### config.mk
export PLATFORM = sky130hd
export DESIGN_NAME = mcute_core
export DESIGN_NICKNAME = d
export VERILOG_FILES = /design/src/core/mcute_pkg.sv /design/src/core/mcute_core.sv
export SDC_FILE = /design/constraint.sdc
export NUM_CORES = 1
export LEC_CHECK = 0
export ABC_AREA = 1
export BUFFER_PORTS_ARGS = -buffer_cell sky130_fd_sc_hd__buf_4
export CORE_UTILIZATION = 60
export CTS_CLUSTER_DIAMETER = 150
export DETAILED_ROUTE_END_ITERATION = 6
export GPL_TIMING_DRIVEN = 1
export PLACE_DENSITY = 0.79
export REMOVE_ABC_BUFFERS = 1
export SLEW_MARGIN = 10
export SYNTH_ARGS = -nofsm -noshare
export SYNTH_HDL_FRONTEND = slang
export SYNTH_SLANG_ARGS = --single-unit
### constraint.sdc
create_clock -name CLK_SYS -period 5.3 [get_ports CLK_SYS]
set_input_delay 0.53 -clock CLK_SYS [delete_from_list [all_inputs] [get_ports CLK_SYS]]
set_output_delay 0.53 -clock CLK_SYS [all_outputs]
set_load 0.005 [all_outputs]
### src/core/mcute_pkg.sv
// constants, opcodes and states of the instruction sequencer
// assumes a 16-bit program word and an 8-bit data memory
// Operation
// [RULE_01] most instructions take one instruction cycle
// [RULE_02] jump, call, returns, table read take two
// [RULE_03] instruction cycle is four system clocks
// [RULE_04] writing program counter low costs one cycle
// [RULE_05] program counter low write jumps to address
// [RULE_06] taken skip costs one extra cycle
// [RULE_07] skip tests byte or bit, bypasses next
// [RULE_08] moves: memory to acc, acc to memory, immediate
// [RULE_09] add carry over 255, subtract borrow below zero
// [RULE_10] increment and decrement by one, either destination
// [RULE_11] logic operations set zero flag on zero
// [RULE_12] rotate one bit, carry variants use carry
// [RULE_13] return resumes after call, call saves address
// [RULE_14] bit set or clear touches one bit
// [RULE_15] table read fetches program memory data
// [RULE_16] halt powers down, watchdog clear instruction
// [RULE_17] discarded fetch has no side effects
package mcute_pkg;
  localparam int PC_W = 11;
  localparam int IW = 16;
  localparam int OP_MSB = 15;
  localparam int OP_LSB = 11;
  localparam int FLD_MSB = 10;
  localparam int FLD_LSB = 8;
  localparam int ARG_MSB = 7;
  localparam int STK_N = 8;
  localparam int SP_W = 3;
  localparam logic [1:0] PH_LAST = 2'h3;
  localparam logic [1:0] PH_STEP = 2'h1;
  localparam logic [PC_W-1:0] RST_PC = 11'h000;
  localparam logic [PC_W-1:0] PC_STEP = 11'h001;
  localparam logic [SP_W-1:0] SP_STEP = 3'h1;
  localparam logic [7:0] PCL_ADDR = 8'h02;
  localparam logic [7:0] MISC_HALT = 8'h01;
  localparam logic [7:0] MISC_WDT = 8'h02;
  localparam logic [7:0] ZERO8 = 8'h00;
  localparam logic [7:0] ONE8 = 8'h01;
  localparam logic [8:0] BYTE_MAX = 9'h0FF;
  localparam logic [1:0] SKM_PLAIN = 2'h0;
  localparam logic [1:0] SKM_INC = 2'h1;
  localparam logic [1:0] SKM_DEC = 2'h2;
  typedef enum logic [4:0] {
    OP_NOP, OP_ADD, OP_ADDX, OP_SUB, OP_SUBX, OP_AND, OP_ANDX,
    OP_OR, OP_ORX, OP_XOR, OP_XORX, OP_CPL, OP_INC, OP_DEC,
    OP_ROT, OP_MOVAM, OP_MOVMA, OP_MOVX, OP_BSET, OP_BCLR,
    OP_JMP, OP_CALL, OP_RET, OP_INTERRUPT_RETURN_OP, OP_SKZ, OP_SKBZ, OP_SKBNZ,
    OP_TABRD, OP_MISC
  } mcute_op_e;
  typedef enum logic [1:0] {ST_RUN, ST_TABLE, ST_HALT} mcute_st_e;
endpackage : mcute_pkg

### src/core/mcute_core.sv
// instruction sequencer and execute unit of the 8-bit core
// assumes program and data memory answer within one clock
`timescale 1ns/1ps
`default_nettype none
module mcute_core (
  // clock and reset
  input wire logic CLK_SYS,
  input wire logic RST_B,
  // program memory
  output logic [mcute_pkg::PC_W-1:0] PM_ADDR,
  input wire logic [mcute_pkg::IW-1:0] PM_DATA,
  // data memory
  output logic [7:0] DM_RADDR,
  input wire logic [7:0] DM_RDATA,
  output logic [7:0] DM_WADDR,
  output logic [7:0] DM_WDATA,
  output logic DM_WE,
  // core state
  output logic [7:0] ACC,
  output logic FLAG_Z,
  output logic FLAG_C,
  output logic [7:0] TBL_HIGH,
  // power and watchdog
  input wire logic WAKE,
  output logic HALTED,
  output logic WDT_CLEAR
);
  localparam int PW = mcute_pkg::PC_W;

  logic [1:0] phase_ff;
  mcute_pkg::mcute_st_e st_ff;
  logic [PW-1:0] pc_ff;
  logic [mcute_pkg::IW-1:0] ir_ff;
  logic ir_valid_ff;
  logic [7:0] acc_ff;
  logic z_ff;
  logic c_ff;
  logic [7:0] tbl_hi_ff;
  logic [7:0] tbl_dst_ff;
  logic [PW-1:0] stk_ff [mcute_pkg::STK_N];
  logic [mcute_pkg::SP_W-1:0] sp_ff;
  logic dm_we_ff;
  logic [7:0] dm_waddr_ff;
  logic [7:0] dm_wdata_ff;
  logic wdt_ff;
  logic wake_s1_ff;
  logic wake_s2_ff;

  logic exec;
  logic ex_ok;
  mcute_pkg::mcute_op_e op;
  logic [2:0] fld;
  logic [7:0] arg;
  logic [PW-1:0] cur_pc;
  logic [7:0] rd;
  logic [7:0] opnd;
  logic isx;
  logic [7:0] mask;
  logic [7:0] res;
  logic [8:0] sum9;
  logic nc;
  logic ci;
  logic dst;
  logic w_acc;
  logic w_mem;
  logic u_z;
  logic u_c;
  logic skip;
  logic jump_unconditional_op;
  logic [PW-1:0] tgt;
  logic push;
  logic pop;
  logic go_tab;
  logic halt;
  logic wdt;
  logic pcl_wr;
  logic chk_ovf;

  // one execute slot per four clocks; see [RULE_03]
  assign exec = phase_ff == mcute_pkg::PH_LAST;
  // a flushed slot executes nothing; see [RULE_17]
  assign ex_ok = exec && st_ff == mcute_pkg::ST_RUN && ir_valid_ff;
  assign op = mcute_pkg::mcute_op_e'(ir_ff[mcute_pkg::OP_MSB:mcute_pkg::OP_LSB]);
  assign fld = ir_ff[mcute_pkg::FLD_MSB:mcute_pkg::FLD_LSB];
  assign arg = ir_ff[mcute_pkg::ARG_MSB:0];
  // pc already points one past the executing word
  assign cur_pc = pc_ff - mcute_pkg::PC_STEP;
  assign rd = (arg == mcute_pkg::PCL_ADDR) ? cur_pc[7:0] : DM_RDATA;
  assign isx = op inside {mcute_pkg::OP_ADDX, mcute_pkg::OP_SUBX,
                          mcute_pkg::OP_ANDX, mcute_pkg::OP_ORX,
                          mcute_pkg::OP_XORX, mcute_pkg::OP_MOVX};
  assign opnd = isx ? arg : rd;
  assign mask = mcute_pkg::ONE8 << fld;
  assign ci = fld[1] & c_ff;
  assign chk_ovf = (9'(acc_ff) + 9'(rd)) > mcute_pkg::BYTE_MAX;

  always_comb begin
    res = mcute_pkg::ZERO8;
    sum9 = 9'h000;
    nc = c_ff;
    dst = 1'b0;
    w_acc = 1'b0;
    w_mem = 1'b0;
    u_z = 1'b0;
    u_c = 1'b0;
    skip = 1'b0;
    jump_unconditional_op = 1'b0;
    tgt = cur_pc;
    push = 1'b0;
    pop = 1'b0;
    go_tab = 1'b0;
    halt = 1'b0;
    wdt = 1'b0;
    pcl_wr = 1'b0;
    case (op)
      mcute_pkg::OP_ADD, mcute_pkg::OP_ADDX: begin
        // carry is the ninth bit; see [RULE_09]
        sum9 = 9'(acc_ff) + 9'(opnd) + 9'(ci);
        res = sum9[7:0];
        nc = sum9[8];
        {u_z, u_c, dst} = 3'h7;
      end
      mcute_pkg::OP_SUB, mcute_pkg::OP_SUBX: begin
        // carry flag holds the borrow; see [RULE_09]
        sum9 = 9'(acc_ff) - 9'(opnd) - 9'(ci);
        res = sum9[7:0];
        nc = sum9[8];
        {u_z, u_c, dst} = 3'h7;
      end
      mcute_pkg::OP_AND, mcute_pkg::OP_ANDX: begin
        res = acc_ff & opnd;
        {u_z, dst} = 2'h3;
      end
      mcute_pkg::OP_OR, mcute_pkg::OP_ORX: begin
        res = acc_ff | opnd;
        {u_z, dst} = 2'h3;
      end
      mcute_pkg::OP_XOR, mcute_pkg::OP_XORX: begin
        res = acc_ff ^ opnd;
        {u_z, dst} = 2'h3;
      end
      mcute_pkg::OP_CPL: begin
        res = ~rd;
        {u_z, dst} = 2'h3;
      end
      mcute_pkg::OP_INC: begin
        res = rd + mcute_pkg::ONE8;
        {u_z, dst} = 2'h3;
      end
      mcute_pkg::OP_DEC: begin
        res = rd - mcute_pkg::ONE8;
        {u_z, dst} = 2'h3;
      end
      mcute_pkg::OP_ROT: begin
        // fld2 left, fld1 through carry; see [RULE_12]
        u_c = fld[1];
        dst = 1'b1;
        if (fld[2]) begin
          res = {rd[6:0], fld[1] ? c_ff : rd[7]};
          nc = rd[7];
        end else begin
          res = {fld[1] ? c_ff : rd[0], rd[7:1]};
          nc = rd[0];
        end
      end
      mcute_pkg::OP_MOVAM, mcute_pkg::OP_MOVX: begin
        res = opnd;
        w_acc = 1'b1;
      end
      mcute_pkg::OP_MOVMA: begin
        res = acc_ff;
        w_mem = 1'b1;
      end
      mcute_pkg::OP_BSET: begin
        // internal read-modify-write; see [RULE_14]
        res = rd | mask;
        w_mem = 1'b1;
      end
      mcute_pkg::OP_BCLR: begin
        res = rd & ~mask;
        w_mem = 1'b1;
      end
      mcute_pkg::OP_JMP: begin
        jump_unconditional_op = 1'b1;
        tgt = ir_ff[PW-1:0];
      end
      mcute_pkg::OP_CALL: begin
        {jump_unconditional_op, push} = 2'h3;
        tgt = ir_ff[PW-1:0];
      end
      mcute_pkg::OP_RET, mcute_pkg::OP_INTERRUPT_RETURN_OP: begin
        // resume at the saved address; see [RULE_13]
        {jump_unconditional_op, pop} = 2'h3;
        tgt = stk_ff[sp_ff - mcute_pkg::SP_STEP];
        res = arg;
        w_acc = op == mcute_pkg::OP_RET && fld[0];
      end
      mcute_pkg::OP_SKZ: begin
        // byte test, optional inc/dec; see [RULE_07]
        case (fld[2:1])
          mcute_pkg::SKM_INC: res = rd + mcute_pkg::ONE8;
          mcute_pkg::SKM_DEC: res = rd - mcute_pkg::ONE8;
          default: res = rd;
        endcase
        skip = res == mcute_pkg::ZERO8;
        w_acc = fld[0];
        w_mem = !fld[0] && fld[2:1] != mcute_pkg::SKM_PLAIN;
      end
      mcute_pkg::OP_SKBZ: skip = !rd[fld];
      mcute_pkg::OP_SKBNZ: skip = rd[fld];
      mcute_pkg::OP_TABRD: go_tab = 1'b1;
      mcute_pkg::OP_MISC: begin
        // see [RULE_16]
        halt = arg == mcute_pkg::MISC_HALT;
        wdt = arg == mcute_pkg::MISC_WDT;
      end
      default: ;
    endcase
    // fld0 or immediate form sends result to acc; see [RULE_08] [RULE_10]
    if (dst) begin
      w_acc = fld[0] | isx;
      w_mem = !(fld[0] | isx);
    end
    // a result aimed at pc low acts as a jump; see [RULE_05]
    if (w_mem && arg == mcute_pkg::PCL_ADDR) begin
      pcl_wr = 1'b1;
      jump_unconditional_op = 1'b1;
      tgt = {cur_pc[PW-1:8], res};
    end
  end

  always_ff @(posedge CLK_SYS or negedge RST_B) begin
    if (!RST_B) begin
      phase_ff <= 2'h0;
    end else begin
      phase_ff <= phase_ff + mcute_pkg::PH_STEP;
    end
  end

  always_ff @(posedge CLK_SYS or negedge RST_B) begin
    if (!RST_B) begin
      wake_s1_ff <= 1'b0;
      wake_s2_ff <= 1'b0;
    end else begin
      wake_s1_ff <= WAKE;
      wake_s2_ff <= wake_s1_ff;
    end
  end

  // table read borrows the fetch slot, so it stalls one cycle
  always_ff @(posedge CLK_SYS or negedge RST_B) begin
    if (!RST_B) begin
      st_ff <= mcute_pkg::ST_RUN;
    end else begin
      case (st_ff)
        mcute_pkg::ST_RUN: begin
          if (ex_ok && go_tab) begin
            st_ff <= mcute_pkg::ST_TABLE; // see [RULE_02] [RULE_15]
          end else if (ex_ok && halt) begin
            st_ff <= mcute_pkg::ST_HALT; // see [RULE_16]
          end
        end
        mcute_pkg::ST_TABLE: begin
          if (exec) begin
            st_ff <= mcute_pkg::ST_RUN;
          end
        end
        mcute_pkg::ST_HALT: begin
          if (wake_s2_ff) begin
            st_ff <= mcute_pkg::ST_RUN;
          end
        end
        default: st_ff <= mcute_pkg::ST_RUN;
      endcase
    end
  end

  // fetch overlaps execute; a redirect drops the fetched word
  always_ff @(posedge CLK_SYS or negedge RST_B) begin
    if (!RST_B) begin
      pc_ff <= mcute_pkg::RST_PC;
      ir_ff <= 16'h0000;
      ir_valid_ff <= 1'b0;
    end else if (exec && st_ff == mcute_pkg::ST_RUN) begin
      ir_ff <= PM_DATA;
      // see [RULE_01] [RULE_02] [RULE_04] [RULE_06] [RULE_17]
      ir_valid_ff <= !(ex_ok && (jump_unconditional_op || skip));
      pc_ff <= (ex_ok && jump_unconditional_op) ? tgt : pc_ff + mcute_pkg::PC_STEP;
    end
  end

  always_ff @(posedge CLK_SYS or negedge RST_B) begin
    if (!RST_B) begin
      acc_ff <= mcute_pkg::ZERO8;
      z_ff <= 1'b0;
      c_ff <= 1'b0;
    end else if (ex_ok) begin
      if (w_acc) begin
        acc_ff <= res;
      end
      if (u_z) begin
        z_ff <= res == mcute_pkg::ZERO8; // see [RULE_11]
      end
      if (u_c) begin
        c_ff <= nc; // see [RULE_09] [RULE_12]
      end
    end
  end

  always_ff @(posedge CLK_SYS or negedge RST_B) begin
    if (!RST_B) begin
      tbl_hi_ff <= mcute_pkg::ZERO8;
      tbl_dst_ff <= mcute_pkg::ZERO8;
    end else if (ex_ok && go_tab) begin
      tbl_dst_ff <= arg;
    end else if (exec && st_ff == mcute_pkg::ST_TABLE) begin
      tbl_hi_ff <= PM_DATA[15:8]; // see [RULE_15]
    end
  end

  // pc low has no memory cell, so only table-read writes to it reach the bus
  always_ff @(posedge CLK_SYS or negedge RST_B) begin
    if (!RST_B) begin
      dm_we_ff <= 1'b0;
      dm_waddr_ff <= mcute_pkg::ZERO8;
      dm_wdata_ff <= mcute_pkg::ZERO8;
    end else if (exec && st_ff == mcute_pkg::ST_TABLE) begin
      dm_we_ff <= 1'b1;
      dm_waddr_ff <= tbl_dst_ff;
      dm_wdata_ff <= PM_DATA[7:0];
    end else begin
      dm_we_ff <= ex_ok && w_mem && !pcl_wr;
      if (ex_ok && w_mem) begin
        dm_waddr_ff <= arg;
        dm_wdata_ff <= res;
      end
    end
  end

  // stack wraps silently when over-pushed
  always_ff @(posedge CLK_SYS or negedge RST_B) begin
    if (!RST_B) begin
      sp_ff <= '0;
      for (int i = 0; i < mcute_pkg::STK_N; i++) begin
        stk_ff[i] <= mcute_pkg::RST_PC;
      end
    end else if (ex_ok && push) begin
      stk_ff[sp_ff] <= pc_ff; // see [RULE_13]
      sp_ff <= sp_ff + mcute_pkg::SP_STEP;
    end else if (ex_ok && pop) begin
      sp_ff <= sp_ff - mcute_pkg::SP_STEP;
    end
  end

  always_ff @(posedge CLK_SYS or negedge RST_B) begin
    if (!RST_B) begin
      wdt_ff <= 1'b0;
    end else begin
      wdt_ff <= ex_ok && wdt; // see [RULE_16]
    end
  end

  assign PM_ADDR = (st_ff == mcute_pkg::ST_TABLE) ? {pc_ff[PW-1:8], acc_ff} : pc_ff;
  assign DM_RADDR = arg;
  assign DM_WADDR = dm_waddr_ff;
  assign DM_WDATA = dm_wdata_ff;
  assign DM_WE = dm_we_ff;
  assign ACC = acc_ff;
  assign FLAG_Z = z_ff;
  assign FLAG_C = c_ff;
  assign TBL_HIGH = tbl_hi_ff;
  assign HALTED = st_ff == mcute_pkg::ST_HALT;
  assign WDT_CLEAR = wdt_ff;
endmodule : mcute_core
`default_nettype wire

==> summary.txt, run 1 <==
Power and ir drop
  • Switch share: 45.1%
  • Pwr Density: 426 mW/mm2
  • Lkg Pwr: 6.17 nW
  • Clock power frac: 23.4%
  • Sequential share of power: 31.5%
  • Overall Power: 5.37 mW
  • Cell Int Power: 2.95 mW
  • Comb pwr share: 45.1%
  • Sw power: 2.42 mW
  • Worst vdd ir: 0.347 mV

Yosys
  • Post-Synth Simple-Gate Area: 30.5%
  • Post-synth EDFFs: 0
  • Post-synthesis register bit count: 169
  • Cell count after synthesis: 1622
  • Synth unique cells: 48
  • Synth top area share: 37.2%
  • Share of flip-flops with an asynchronous set or reset: 100%
  • Largest family of logic cells by synthesized area: simple AND/OR/NAND/NOR gates
  • Synth warnings: 0
  • XOR/XNOR Fraction of Synth Area: 1.08%
  • Top FF cell, synth: dfrtp_1
  • Synth Area per Inst: 7.01 um2
  • Area of the mapped netlist: 0.0114 mm2
  • Complex-gate fraction of the synthesized area: 17.7%
  • Synth Area in Adders: 4.93%
  • Sequential area share after synthesis: 37.2%
  • Mux share of post-synthesis cell area: 0%
  • Synth area leader: dfrtp_1
  • Top post-synthesis cells by area: dfrtp_1 37%, nand2_1 14%, o21ai_0 10%

Detailed routing
  • WL per Instance: 21.1 um
  • DR vias: 12000
  • Antenna-violating nets left: 0
  • Detailed Route Iter0 Violations: 1383
  • Wirelength, routed: 40.1 mm
  • DRC errors left: 0
  • Vias per cell: 6.30
  • Drt pass-1 iters: 7

Critical path
  • Crit path top cell by count: nand2_1
  • CP startpoint: pc_ff[0]$_DFFE_PN0P_
  • Worst stage delay on the critical path: 0.47 ns
  • Crit path max-delay cell type: ha_1
  • Crit path required time: 5.63 ns
  • FF-to-FF setup slack: 0.54 ns
  • Crit-path max FO: 18
  • CP Data Arrival Time: 5.09 ns
  • Reg2Reg Depth: 29
  • R2R Path End: pc_ff[5]$_DFFE_PN0P_
  • CP Class: reg -> reg
  • CP Launch Type: register
  • RR Startpoint: pc_ff[0]$_DFFE_PN0P_
  • CP endpoint kind: register

Clock tree
  • TritonCTS Buffers: 17
  • CTS Root Cell: clkbuf_16
  • Worst-path clk slew: 0.08 ns
  • Post-CTS Hold Fix Bufs: 0
  • # clock sinks: 169
  • CTS HTree Levels: 4
  • CTS max path bufs: 2
  • Worst skew pair latency: 0.45 ns
  • PostCTS Resize Cnt: 0
  • CTS tree: built
  • Post CTS Setup Buffer Count: 0

Timing
  • Tightest Pin Transition: 1.18 ns
  • Fmax: 210 MHz
  • Hold Fails Final Rpt: 0
  • Final setup viols: 0
  • Number of max-slew violations in the final report: 0
  • Crit path time final: 4.76 ns
  • TNS Setup: 0 ns
  • Clock Skew: 0.0177 ns
  • Crit share post-route: 89.8%
  • RSZ-0062 raised after global routing: no
  • Max_slew headroom: 21.0%

Cells and area
  • Finished Layout Cells: 1901
  • Layout Utilization: 68.9%
  • Growth of design area from synthesis to finish: 10.9%
  • ANT cells: 0
  • Layout cell share with drive strength beyond 1: 12.0%
  • Nets: 1729
  • Post-route design area: 0.0126 mm2

Placed design
  • Placement Cell Area: 0.0120 mm2
  • Final GP Congestion: 1.03
  • DPL Wire Length: 28.9 mm
  • I/O Buffers: 82
  • Cell count after placement: 1869

Run
  • Max Cap Viol: 0

Floorplanning
  • Starting Density: 62.2%
  • Die Ht: 140 um
  • Core Box Area: 0.0183 mm2
  • Die width: 140 um
  • Rows: 49
  • Die area: 0.0195 mm2
  • I/O pin total: 83

Global route
  • Global Route Usage Sum: 41.8%
  • Vias in the first global route: 11200
  • Pin count of the biggest net entering global routing: 68
  • Global-route wire length before repair: 62.0 mm
  • GRT overflow: 0
  • Initial antenna violation count: 0

Min path
  • Worst hold path class: in -> async

Outcome
  • Outcome: completed
==> Yosys cell counts (2+ instances only) <==
| cell | instances |
|---|---|
| nand2_1 | 416 |
| o21ai_0 | 236 |
| dfrtp_1 | 169 |
| nor2_1 | 161 |
| nand3_1 | 145 |
| inv_1 | 133 |
| clkbuf_1 | 56 |
| a21oi_1 | 43 |
| ha_1 | 40 |
| o221ai_1 | 29 |
| inv_2 | 17 |
| nand4_1 | 15 |
| nand2_2 | 14 |
| o211ai_1 | 13 |
| buf_4 | 11 |
| nor3_1 | 11 |
| o22ai_1 | 11 |
| xor2_1 | 11 |
| nor2_2 | 10 |
| nand3_2 | 9 |
| buf_1 | 5 |
| buf_2 | 5 |
| buf_6 | 5 |
| clkinv_1 | 5 |
| nor2_4 | 5 |
| nor4_1 | 5 |
| o21ai_1 | 5 |
| nand3b_1 | 4 |
| o21ai_2 | 4 |
| o31ai_1 | 4 |
| fa_1 | 3 |
| xnor2_1 | 3 |
| a21oi_2 | 2 |
| nand2_4 | 2 |
| or2_2 | 2 |
==> worst max-delay path, delay by kind of cell (launching register included) <==
family / cells / cell delay, ns
and+or+nand+nor: 21 / 2.15
adders and majority gates: 3 / 1.23
buffers and inverters: 3 / 0.59
DFF: 1 / 0.44
AOI/OAI and AO/OA: 2 / 0.23
==> worst max-delay path by stage <==
| stage | slack, ns | depth (start not counted) | end |
|---|---|---|---|
| 2_1_floorplan | 1.75 | 29 | pc_ff[5]$_DFFE_PN0P_ |
| 3_3_place_gp | 0.73 | 26 | FLAG_Z$_DFFE_PN0P_ |
| 3_5_place_dp | 0.67 | 26 | FLAG_Z$_DFFE_PN0P_ |
| 4_1_cts | 0.66 | 26 | FLAG_Z$_DFFE_PN0P_ |
| 5_1_grt | 0.0007 | 29 | pc_ff[5]$_DFFE_PN0P_ |
| 6_report | 0.54 | 29 | pc_ff[5]$_DFFE_PN0P_ |
==> sequential cells by signal (all words and copies together) (netlist names), 8 cells and up <==
register,count
DM_WDATA,8
DM_WADDR,8
stk_ff,88
tbl_dst_ff,8
ACC,8
ir_ff,16
TBL_HIGH,8
pc_ff,11
==> cell type report <==
type	count	area, um2
fill	1582	5670
inverter	155	582
clock buffer	18	439
sequential	169	4230
multi-input combinational	1216	6160
clock inverter	14	146
timing repair buffer	100	754
tap	229	287
==> through the flow <==
step / hold WS, ns / setup WS, ns
5_1_grt: 0.129 / 0.000652
3_5_place_dp: 0.343 / 0.672
6_report: 0.0890 / 0.538
2_1_floorplan: 0.234 / 1.75
4_1_cts: 0.116 / 0.656
3_3_place_gp: 0.337 / 0.731
==> power by group through the flow <==
stage	registers [mW]	logic [mW]	clock network (mW)
5_1_grt	1.71	2.65	1.29
2_1_floorplan	1.66	1.44	0
3_5_place_dp	1.70	2.34	0
3_3_place_gp	1.70	2.30	0
6_report	1.69	2.42	1.26
4_1_cts	1.68	2.36	1.26
==> layer usage <==
layer / wire length, um / vias to the layer above / track usage, %
met5: 0 / - / 0
met4: 2100 / 0 / 20.7
met3: 4150 / 159 / 8.16
met2: 18400 / 787 / 68.3
met1: 15500 / 5572 / 53.3
li1: - / 5458 / -
==> cell families (layout without fill, tap and decap cells) <==
logic type,after synthesis,after routing
adders and majority gates,43,43
and+or+nand+nor,802,802
DFF,169,169
buffers and inverters,237,287
AOI/OAI and AO/OA,357,357
xor gates and xnor gates,14,14
==> layout by cell type, fill, tap and decap left out, types with 17 or more instances in the layout <==
cell type    n
nor2_1     161
clkbuf_16   17
ha_1        40
o221ai_1    29
dfrtp_1    169
o21ai_0    236
nand3_1    145
inv_2       17
nand2_1    416
buf_4       99
a21oi_1     43
inv_1      133
(Power assumes the default switching activity.)
==> run 2, diff against run 1 <==
--- a/config.mk
+++ b/config.mk
@@ -5,7 +5,6 @@
 export SDC_FILE = /design/constraint.sdc
 export NUM_CORES = 1
 export LEC_CHECK = 0
-export ABC_AREA = 1
 export BUFFER_PORTS_ARGS = -buffer_cell sky130_fd_sc_hd__buf_4
 export CORE_UTILIZATION = 60
 export CTS_CLUSTER_DIAMETER = 150
==> summary.txt, run 2 <==
Global route
  • Vias in the first global route: 10800
  • Pin count of the biggest net entering global routing: 78
  • Global Route Usage Sum: 44.4%
  • GRT overflow: 0
  • Global-route wire length before repair: 64.9 mm
  • Initial antenna violation count: 0

Clock tree
  • CTS HTree Levels: 4
  • Post-CTS Hold Fix Bufs: 0
  • # clock sinks: 169
  • Post CTS Setup Buffer Count: 0
  • TritonCTS Buffers: 17
  • Worst-path clk slew: 0.08 ns
  • Worst skew pair latency: 0.45 ns
  • CTS max path bufs: 2
  • CTS Root Cell: clkbuf_16
  • CTS tree: built

Floorplanning
  • Core Box Area: 0.0188 mm2
  • Die Ht: 141 um
  • Die width: 141 um
  • I/O pin total: 83
  • Starting Density: 61.5%
  • Rows: 50
  • Die area: 0.0199 mm2

Detailed routing
  • DR vias: 10800
  • Drt pass-1 iters: 6
  • Wirelength, routed: 42.3 mm
  • DRC errors left: 0
  • Detailed Route Iter0 Violations: 1320
  • Antenna-violating nets left: 0
  • Vias per cell: 7.01
  • WL per Instance: 27.5 um

Critical path
  • Crit path max-delay cell type: or4_1
  • CP Class: reg -> reg
  • CP Launch Type: register
  • Worst stage delay on the critical path: 0.73 ns
  • FF-to-FF setup slack: 0.40 ns
  • CP endpoint kind: register
  • R2R Path End: pc_ff[0]$_DFFE_PN0P_
  • Crit path cell chain: or4_1 -> nor3_1 -> a21oi_1 -> o2bb2ai_2 -> inv_1 -> fa_1 -> inv_1 -> ha_1 -> xor2_1 -> a22oi_1 -> or3b_2 -> a211oi_1 -> nand2_1 -> o22ai_1 -> a221oi_1
  • Crit path top cell by count: inv_1
  • Crit path required time: 5.57 ns
  • Reg2Reg Depth: 15
  • Crit-path max FO: 6
  • CP Data Arrival Time: 5.18 ns
  • RR Startpoint: ir_ff[3]$_DFFE_PN0P_

Power and ir drop
  • Worst vdd ir: 0.261 mV
  • Pwr Density: 389 mW/mm2
  • Lkg Pwr: 5.95 nW
  • Overall Power: 5.10 mW

Yosys
  • Top post-synthesis cells by area: dfrtp_1 37%, mux2_2 9.5%, mux4_2 4.7%
  • Synth unique cells: 92
  • Synth top cells by count: 169 x dfrtp_1, 123 x nand2_1, 98 x mux2_2, 76 x nor2_1, 72 x o21ai_0
  • Post-synthesis register bit count: 169
  • Share of flip-flops with an asynchronous set or reset: 100%
  • Sequential area share after synthesis: 36.5%
  • Cell count after synthesis: 1209
  • Synth top area share: 36.5%
  • Most frequent cell after synthesis: dfrtp_1
  • Synth warnings: 0
  • Top FF cell, synth: dfrtp_1
  • Synth Area per Inst: 9.58 um2
  • Area of the mapped netlist: 0.0116 mm2
  • Synth area leader: dfrtp_1
  • Post-synth EDFFs: 0

Timing
  • Number of max-slew violations in the final report: 0
  • Clock Skew: 0.0223 ns
  • Max_slew headroom: 23.7%
  • Crit share post-route: 92.5%
  • TNS Setup: 0 ns
  • RSZ-0062 raised after global routing: no
  • Tightest Pin Transition: 1.14 ns
  • Hold Fails Final Rpt: 0
  • Crit path time final: 4.90 ns
  • Fmax: 204 MHz
  • Final setup viols: 0

Cells and area
  • Nets: 1334
  • Register with the most flip-flops: stk_ff
  • Max FFs per register: 88
  • ANT cells: 0
  • Most common cell after layout, fill and taps aside: dfrtp_1
  • Top Registers: stk_ff (88), ir_ff (16), pc_ff (11)
  • Layout cell share with drive strength beyond 1: 24.7%
  • Growth of design area from synthesis to finish: 13.2%
  • Multi-input logic area: 0.00671 mm2
  • Register area: 0.00423 mm2
  • Filler cells: 1378
  • Commonest non-fill, non-tap cells in the layout: 168 x dfrtp_1, 130 x buf_4, 123 x nand2_1

Run
  • Max Cap Viol: 0

Placed design
  • Final GP Congestion: 1.05
  • I/O Buffers: 82
  • DPL Wire Length: 30.2 mm

Outcome
  • Outcome: completed

Min path
  • Worst hold path class: in -> async
## run 2: worst max path at each step
stage | endpoint | depth (start not counted) | start
after detailed placement | FLAG_Z$_DFFE_PN0P_ | 17 | ir_ff[3]$_DFFE_PN0P_
after floorplan | stk_ff[11]$_DFFE_PN0P_ | 6 | phase_ff[0]$_DFF_PN0_
final | pc_ff[0]$_DFFE_PN0P_ | 15 | ir_ff[3]$_DFFE_PN0P_
after global routing | FLAG_Z$_DFFE_PN0P_ | 16 | pc_ff[0]$_DFFE_PN0P_
after CTS | FLAG_Z$_DFFE_PN0P_ | 17 | ir_ff[3]$_DFFE_PN0P_
after global placement | FLAG_Z$_DFFE_PN0P_ | 15 | ir_ff[3]$_DFFE_PN0P_
## run 2: logic make-up after synthesis
group,share of synthesized area [%]
compound gates,18.8
xor+xnor,1.89
fa+ha+maj,4.84
buf+inv,5.76
flops,36.5
mux,16.5
simple gates,15.8
## run 2: timing repair
| action | CTS | global route |
|---|---|---|
| endpoints found under the setup margin | 0 | 1 |
| gates resized for setup | 0 | 1 |
| endpoints found under the hold margin | 0 | 0 |
## run 2: cell type report
cell class,count,area share (%)
inverter,59,1.69
multi-input combinational,886,51.2
timing repair buffer,131,7.53
clock inverter,14,1.48
sequential,169,32.3
tap,260,2.48
clock buffer,18,3.35
## run 2: routing by layer
layer,vias up,share of wire [%],GRT usage [%]
met2,702,47,71.0
met1,5283,37,55.0
met5,-,0,0
met3,206,8.8,8.76
li1,4587,-,-
met4,0,7.4,29.7
## run 2: stage by stage
step / std cells / utilization (%) / area (um2) / hold slack [ns] / setup WS (ns)
2_1_floorplan: 1114 / - / 11100 / 0.234 / 0.332
5_1_grt: 1537 / 69.6 / 13100 / 0.169 / 0.0913
4_1_cts: 1537 / 69.6 / 13100 / 0.126 / 0.328
3_3_place_gp: 1505 / 66.2 / 12500 / 0.373 / 0.446
6_report: 1537 / 69.6 / 13100 / 0.108 / 0.397
3_5_place_dp: 1505 / 66.2 / 12500 / 0.372 / 0.339
## run 2: where the power goes
group	switching, mW	internal [mW]	total, mW
clock network	0.654	0.702	1.36
logic	1.21	0.850	2.06
registers	0.234	1.45	1.68
## run 2: critical path: cells and delay by family, from the launching register on
kind | cells | cell delay [ns]
and+or+nand+nor | 4 | 1.77
AOI/OAI and AO/OA | 6 | 1.44
adders and majority gates | 2 | 0.79
DFF | 1 | 0.45
buffers and inverters | 2 | 0.16
xor gates and xnor gates | 1 | 0.15
==> run 3, diff against run 2 <==
--- a/config.mk
+++ b/config.mk
@@ -6,6 +6,7 @@
 export NUM_CORES = 1
 export LEC_CHECK = 0
 export BUFFER_PORTS_ARGS = -buffer_cell sky130_fd_sc_hd__buf_4
+export CORE_MARGIN = 2
 export CORE_UTILIZATION = 60
 export CTS_CLUSTER_DIAMETER = 150
 export DETAILED_ROUTE_END_ITERATION = 6
==> summary.txt, run 3 (synthesized netlist as in run 2, its figures left out) <==
Floorplanning
  • Die Ht: 143 um
  • Core Box Area: 0.0188 mm2
  • Rows: 50
  • Starting Density: 61.5%
  • Die area: 0.0204 mm2
  • I/O pin total: 83
  • Die width: 143 um

Timing
  • Number of max-slew violations in the final report: 0
  • TNS Setup: 0 ns
  • Hold Fails Final Rpt: 0
  • Crit share post-route: 90.6%
  • RSZ-0062 raised after global routing: no
  • Crit path time final: 4.80 ns
  • Clock Skew: 0.0219 ns
  • Tightest Pin Transition: 1.22 ns
  • Slack of the critical path: 0.497 ns
  • Hold slack final: 0.0760 ns
  • Final setup viols: 0
  • Max_slew headroom: 18.4%
  • Fmax: 208 MHz

Detailed routing
  • Vias per cell: 7.01
  • WL per Instance: 28.3 um
  • DR vias: 10800
  • Drt pass-1 iters: 6
  • Detailed Route Iter0 Violations: 1518
  • Wirelength, routed: 43.6 mm
  • DRC errors left: 0
  • Antenna-violating nets left: 0

Clock tree
  • TritonCTS Buffers: 17
  • CTS tree: built
  • CTS HTree Levels: 4
  • CTS Root Cell: clkbuf_16
  • Worst-path clk slew: 0.08 ns
  • CTS max path bufs: 2
  • Worst skew pair latency: 0.45 ns
  • Post-CTS Hold Fix Bufs: 0
  • # clock sinks: 169
  • Post CTS Setup Buffer Count: 0

Placed design
  • DPL Wire Length: 31.2 mm
  • Final GP Congestion: 1.03
  • I/O Buffers: 82
  • Pre-CTS setup slack: 0.418 ns

Global route
  • Pin count of the biggest net entering global routing: 69
  • Initial antenna violation count: 0
  • Global Route Usage Sum: 43.9%
  • Vias in the first global route: 10600
  • Global-route wire length before repair: 65.6 mm
  • GRT overflow: 0

Run
  • Max Cap Viol: 0

Cells and area
  • Layout cell share with drive strength beyond 1: 25.1%
  • Commonest non-fill, non-tap cells in the layout: 168 x dfrtp_1, 136 x buf_4, 123 x nand2_1
  • Max FFs per register: 88
  • Most common cell after layout, fill and taps aside: dfrtp_1
  • Growth of design area from synthesis to finish: 13.5%
  • Nets: 1340
  • Filler cells: 1404
  • ANT cells: 0
  • Register with the most flip-flops: stk_ff
  • Top Registers: stk_ff (88), ir_ff (16), pc_ff (11)

Critical path
  • Crit-path max FO: 6
  • Crit path required time: 5.66 ns
  • CP Class: reg -> reg
  • CP Data Arrival Time: 5.16 ns
  • Reg2Reg Depth: 15
  • FF-to-FF setup slack: 0.50 ns
  • CP Launch Type: register
  • CP endpoint kind: register

Min path
  • Worst hold path class: in -> async

Power and ir drop
  • Lkg Pwr: 5.98 nW
  • Worst vdd ir: 0.436 mV
  • Pwr Density: 390 mW/mm2

Outcome
  • Outcome: completed
-- run 3: timing repair --
item / CTS / global route
endpoints found under the hold margin: 0 / 0
endpoints found under the setup margin: 0 / 1
resized for setup: 0 / 1
-- run 3: power breakdown --
group	total, mW	switching (mW)	internal (mW)
sequential	1.69	0.243	1.45
combinational	2.11	1.25	0.858
clock	1.32	0.677	0.648
-- run 3: critical path, stage by stage, from the launching register on --
cell and delay [ns]:
dfrtp_1 0.47, or4_1 0.71, nor3_1 0.34, a21oi_1 0.11, o2bb2ai_2 0.32, inv_1 0.10, fa_1 0.51, inv_1 0.06
ha_1 0.28, xor2_1 0.14, a22oi_1 0.21, or3b_2 0.46, a211oi_1 0.41, and4_1 0.28, nand4_1 0.13, o31ai_2 0.19
-- run 3: worst paths after layout --
path / to / start
worst max-delay path: FLAG_Z$_DFFE_PN0P_ / ir_ff[3]$_DFFE_PN0P_
worst min-delay path: DM_WADDR[7]$_DFFE_PN0P_ / RST_B
worst max register to register: FLAG_Z$_DFFE_PN0P_ / ir_ff[3]$_DFFE_PN0P_
worst min register to register: wake_s2_ff$_DFF_PN0_ / wake_s1_ff$_DFF_PN0_
max in group asynchronous: ir_ff[12]$_DFFE_PN0P_ / RST_B
min in group CLK_SYS: wake_s1_ff$_DFF_PN0_ / WAKE
-- run 3: per-stage QoR --
| step | cell area [um2] | cells | utilization, % | total power [mW] |
|---|---|---|---|---|
| 3_5_place_dp | 12500 | 1511 | 66.5 | 3.73 |
| 2_1_floorplan | 11100 | 1114 | - | 2.85 |
| 6_report | 13100 | 1543 | 69.8 | 5.12 |
| 4_1_cts | 13100 | 1543 | 69.8 | 5.06 |
| 3_3_place_gp | 12500 | 1511 | 66.5 | 3.69 |
| 5_1_grt | 13100 | 1543 | 69.8 | 5.31 |
-- run 3: cell type report --
type	count	area, um2	area share (%)
timing repair buffer	137	1030	7.85
clock buffer	17	425	3.24
sequential	169	4230	32.2
clock inverter	15	198	1.50
inverter	59	221	1.68
multi-input combinational	886	6720	51.1
tap	260	325	2.47
-- run 3: per-layer routing --
layer / wire (um) / GRT usage [%] / share of wire [%]
met1: 16200 / 55.1 / 37
met2: 20300 / 69.4 / 47
met3: 3830 / 8.12 / 8.8
met4: 3270 / 29.5 / 7.5
met5: 0 / 0 / 0
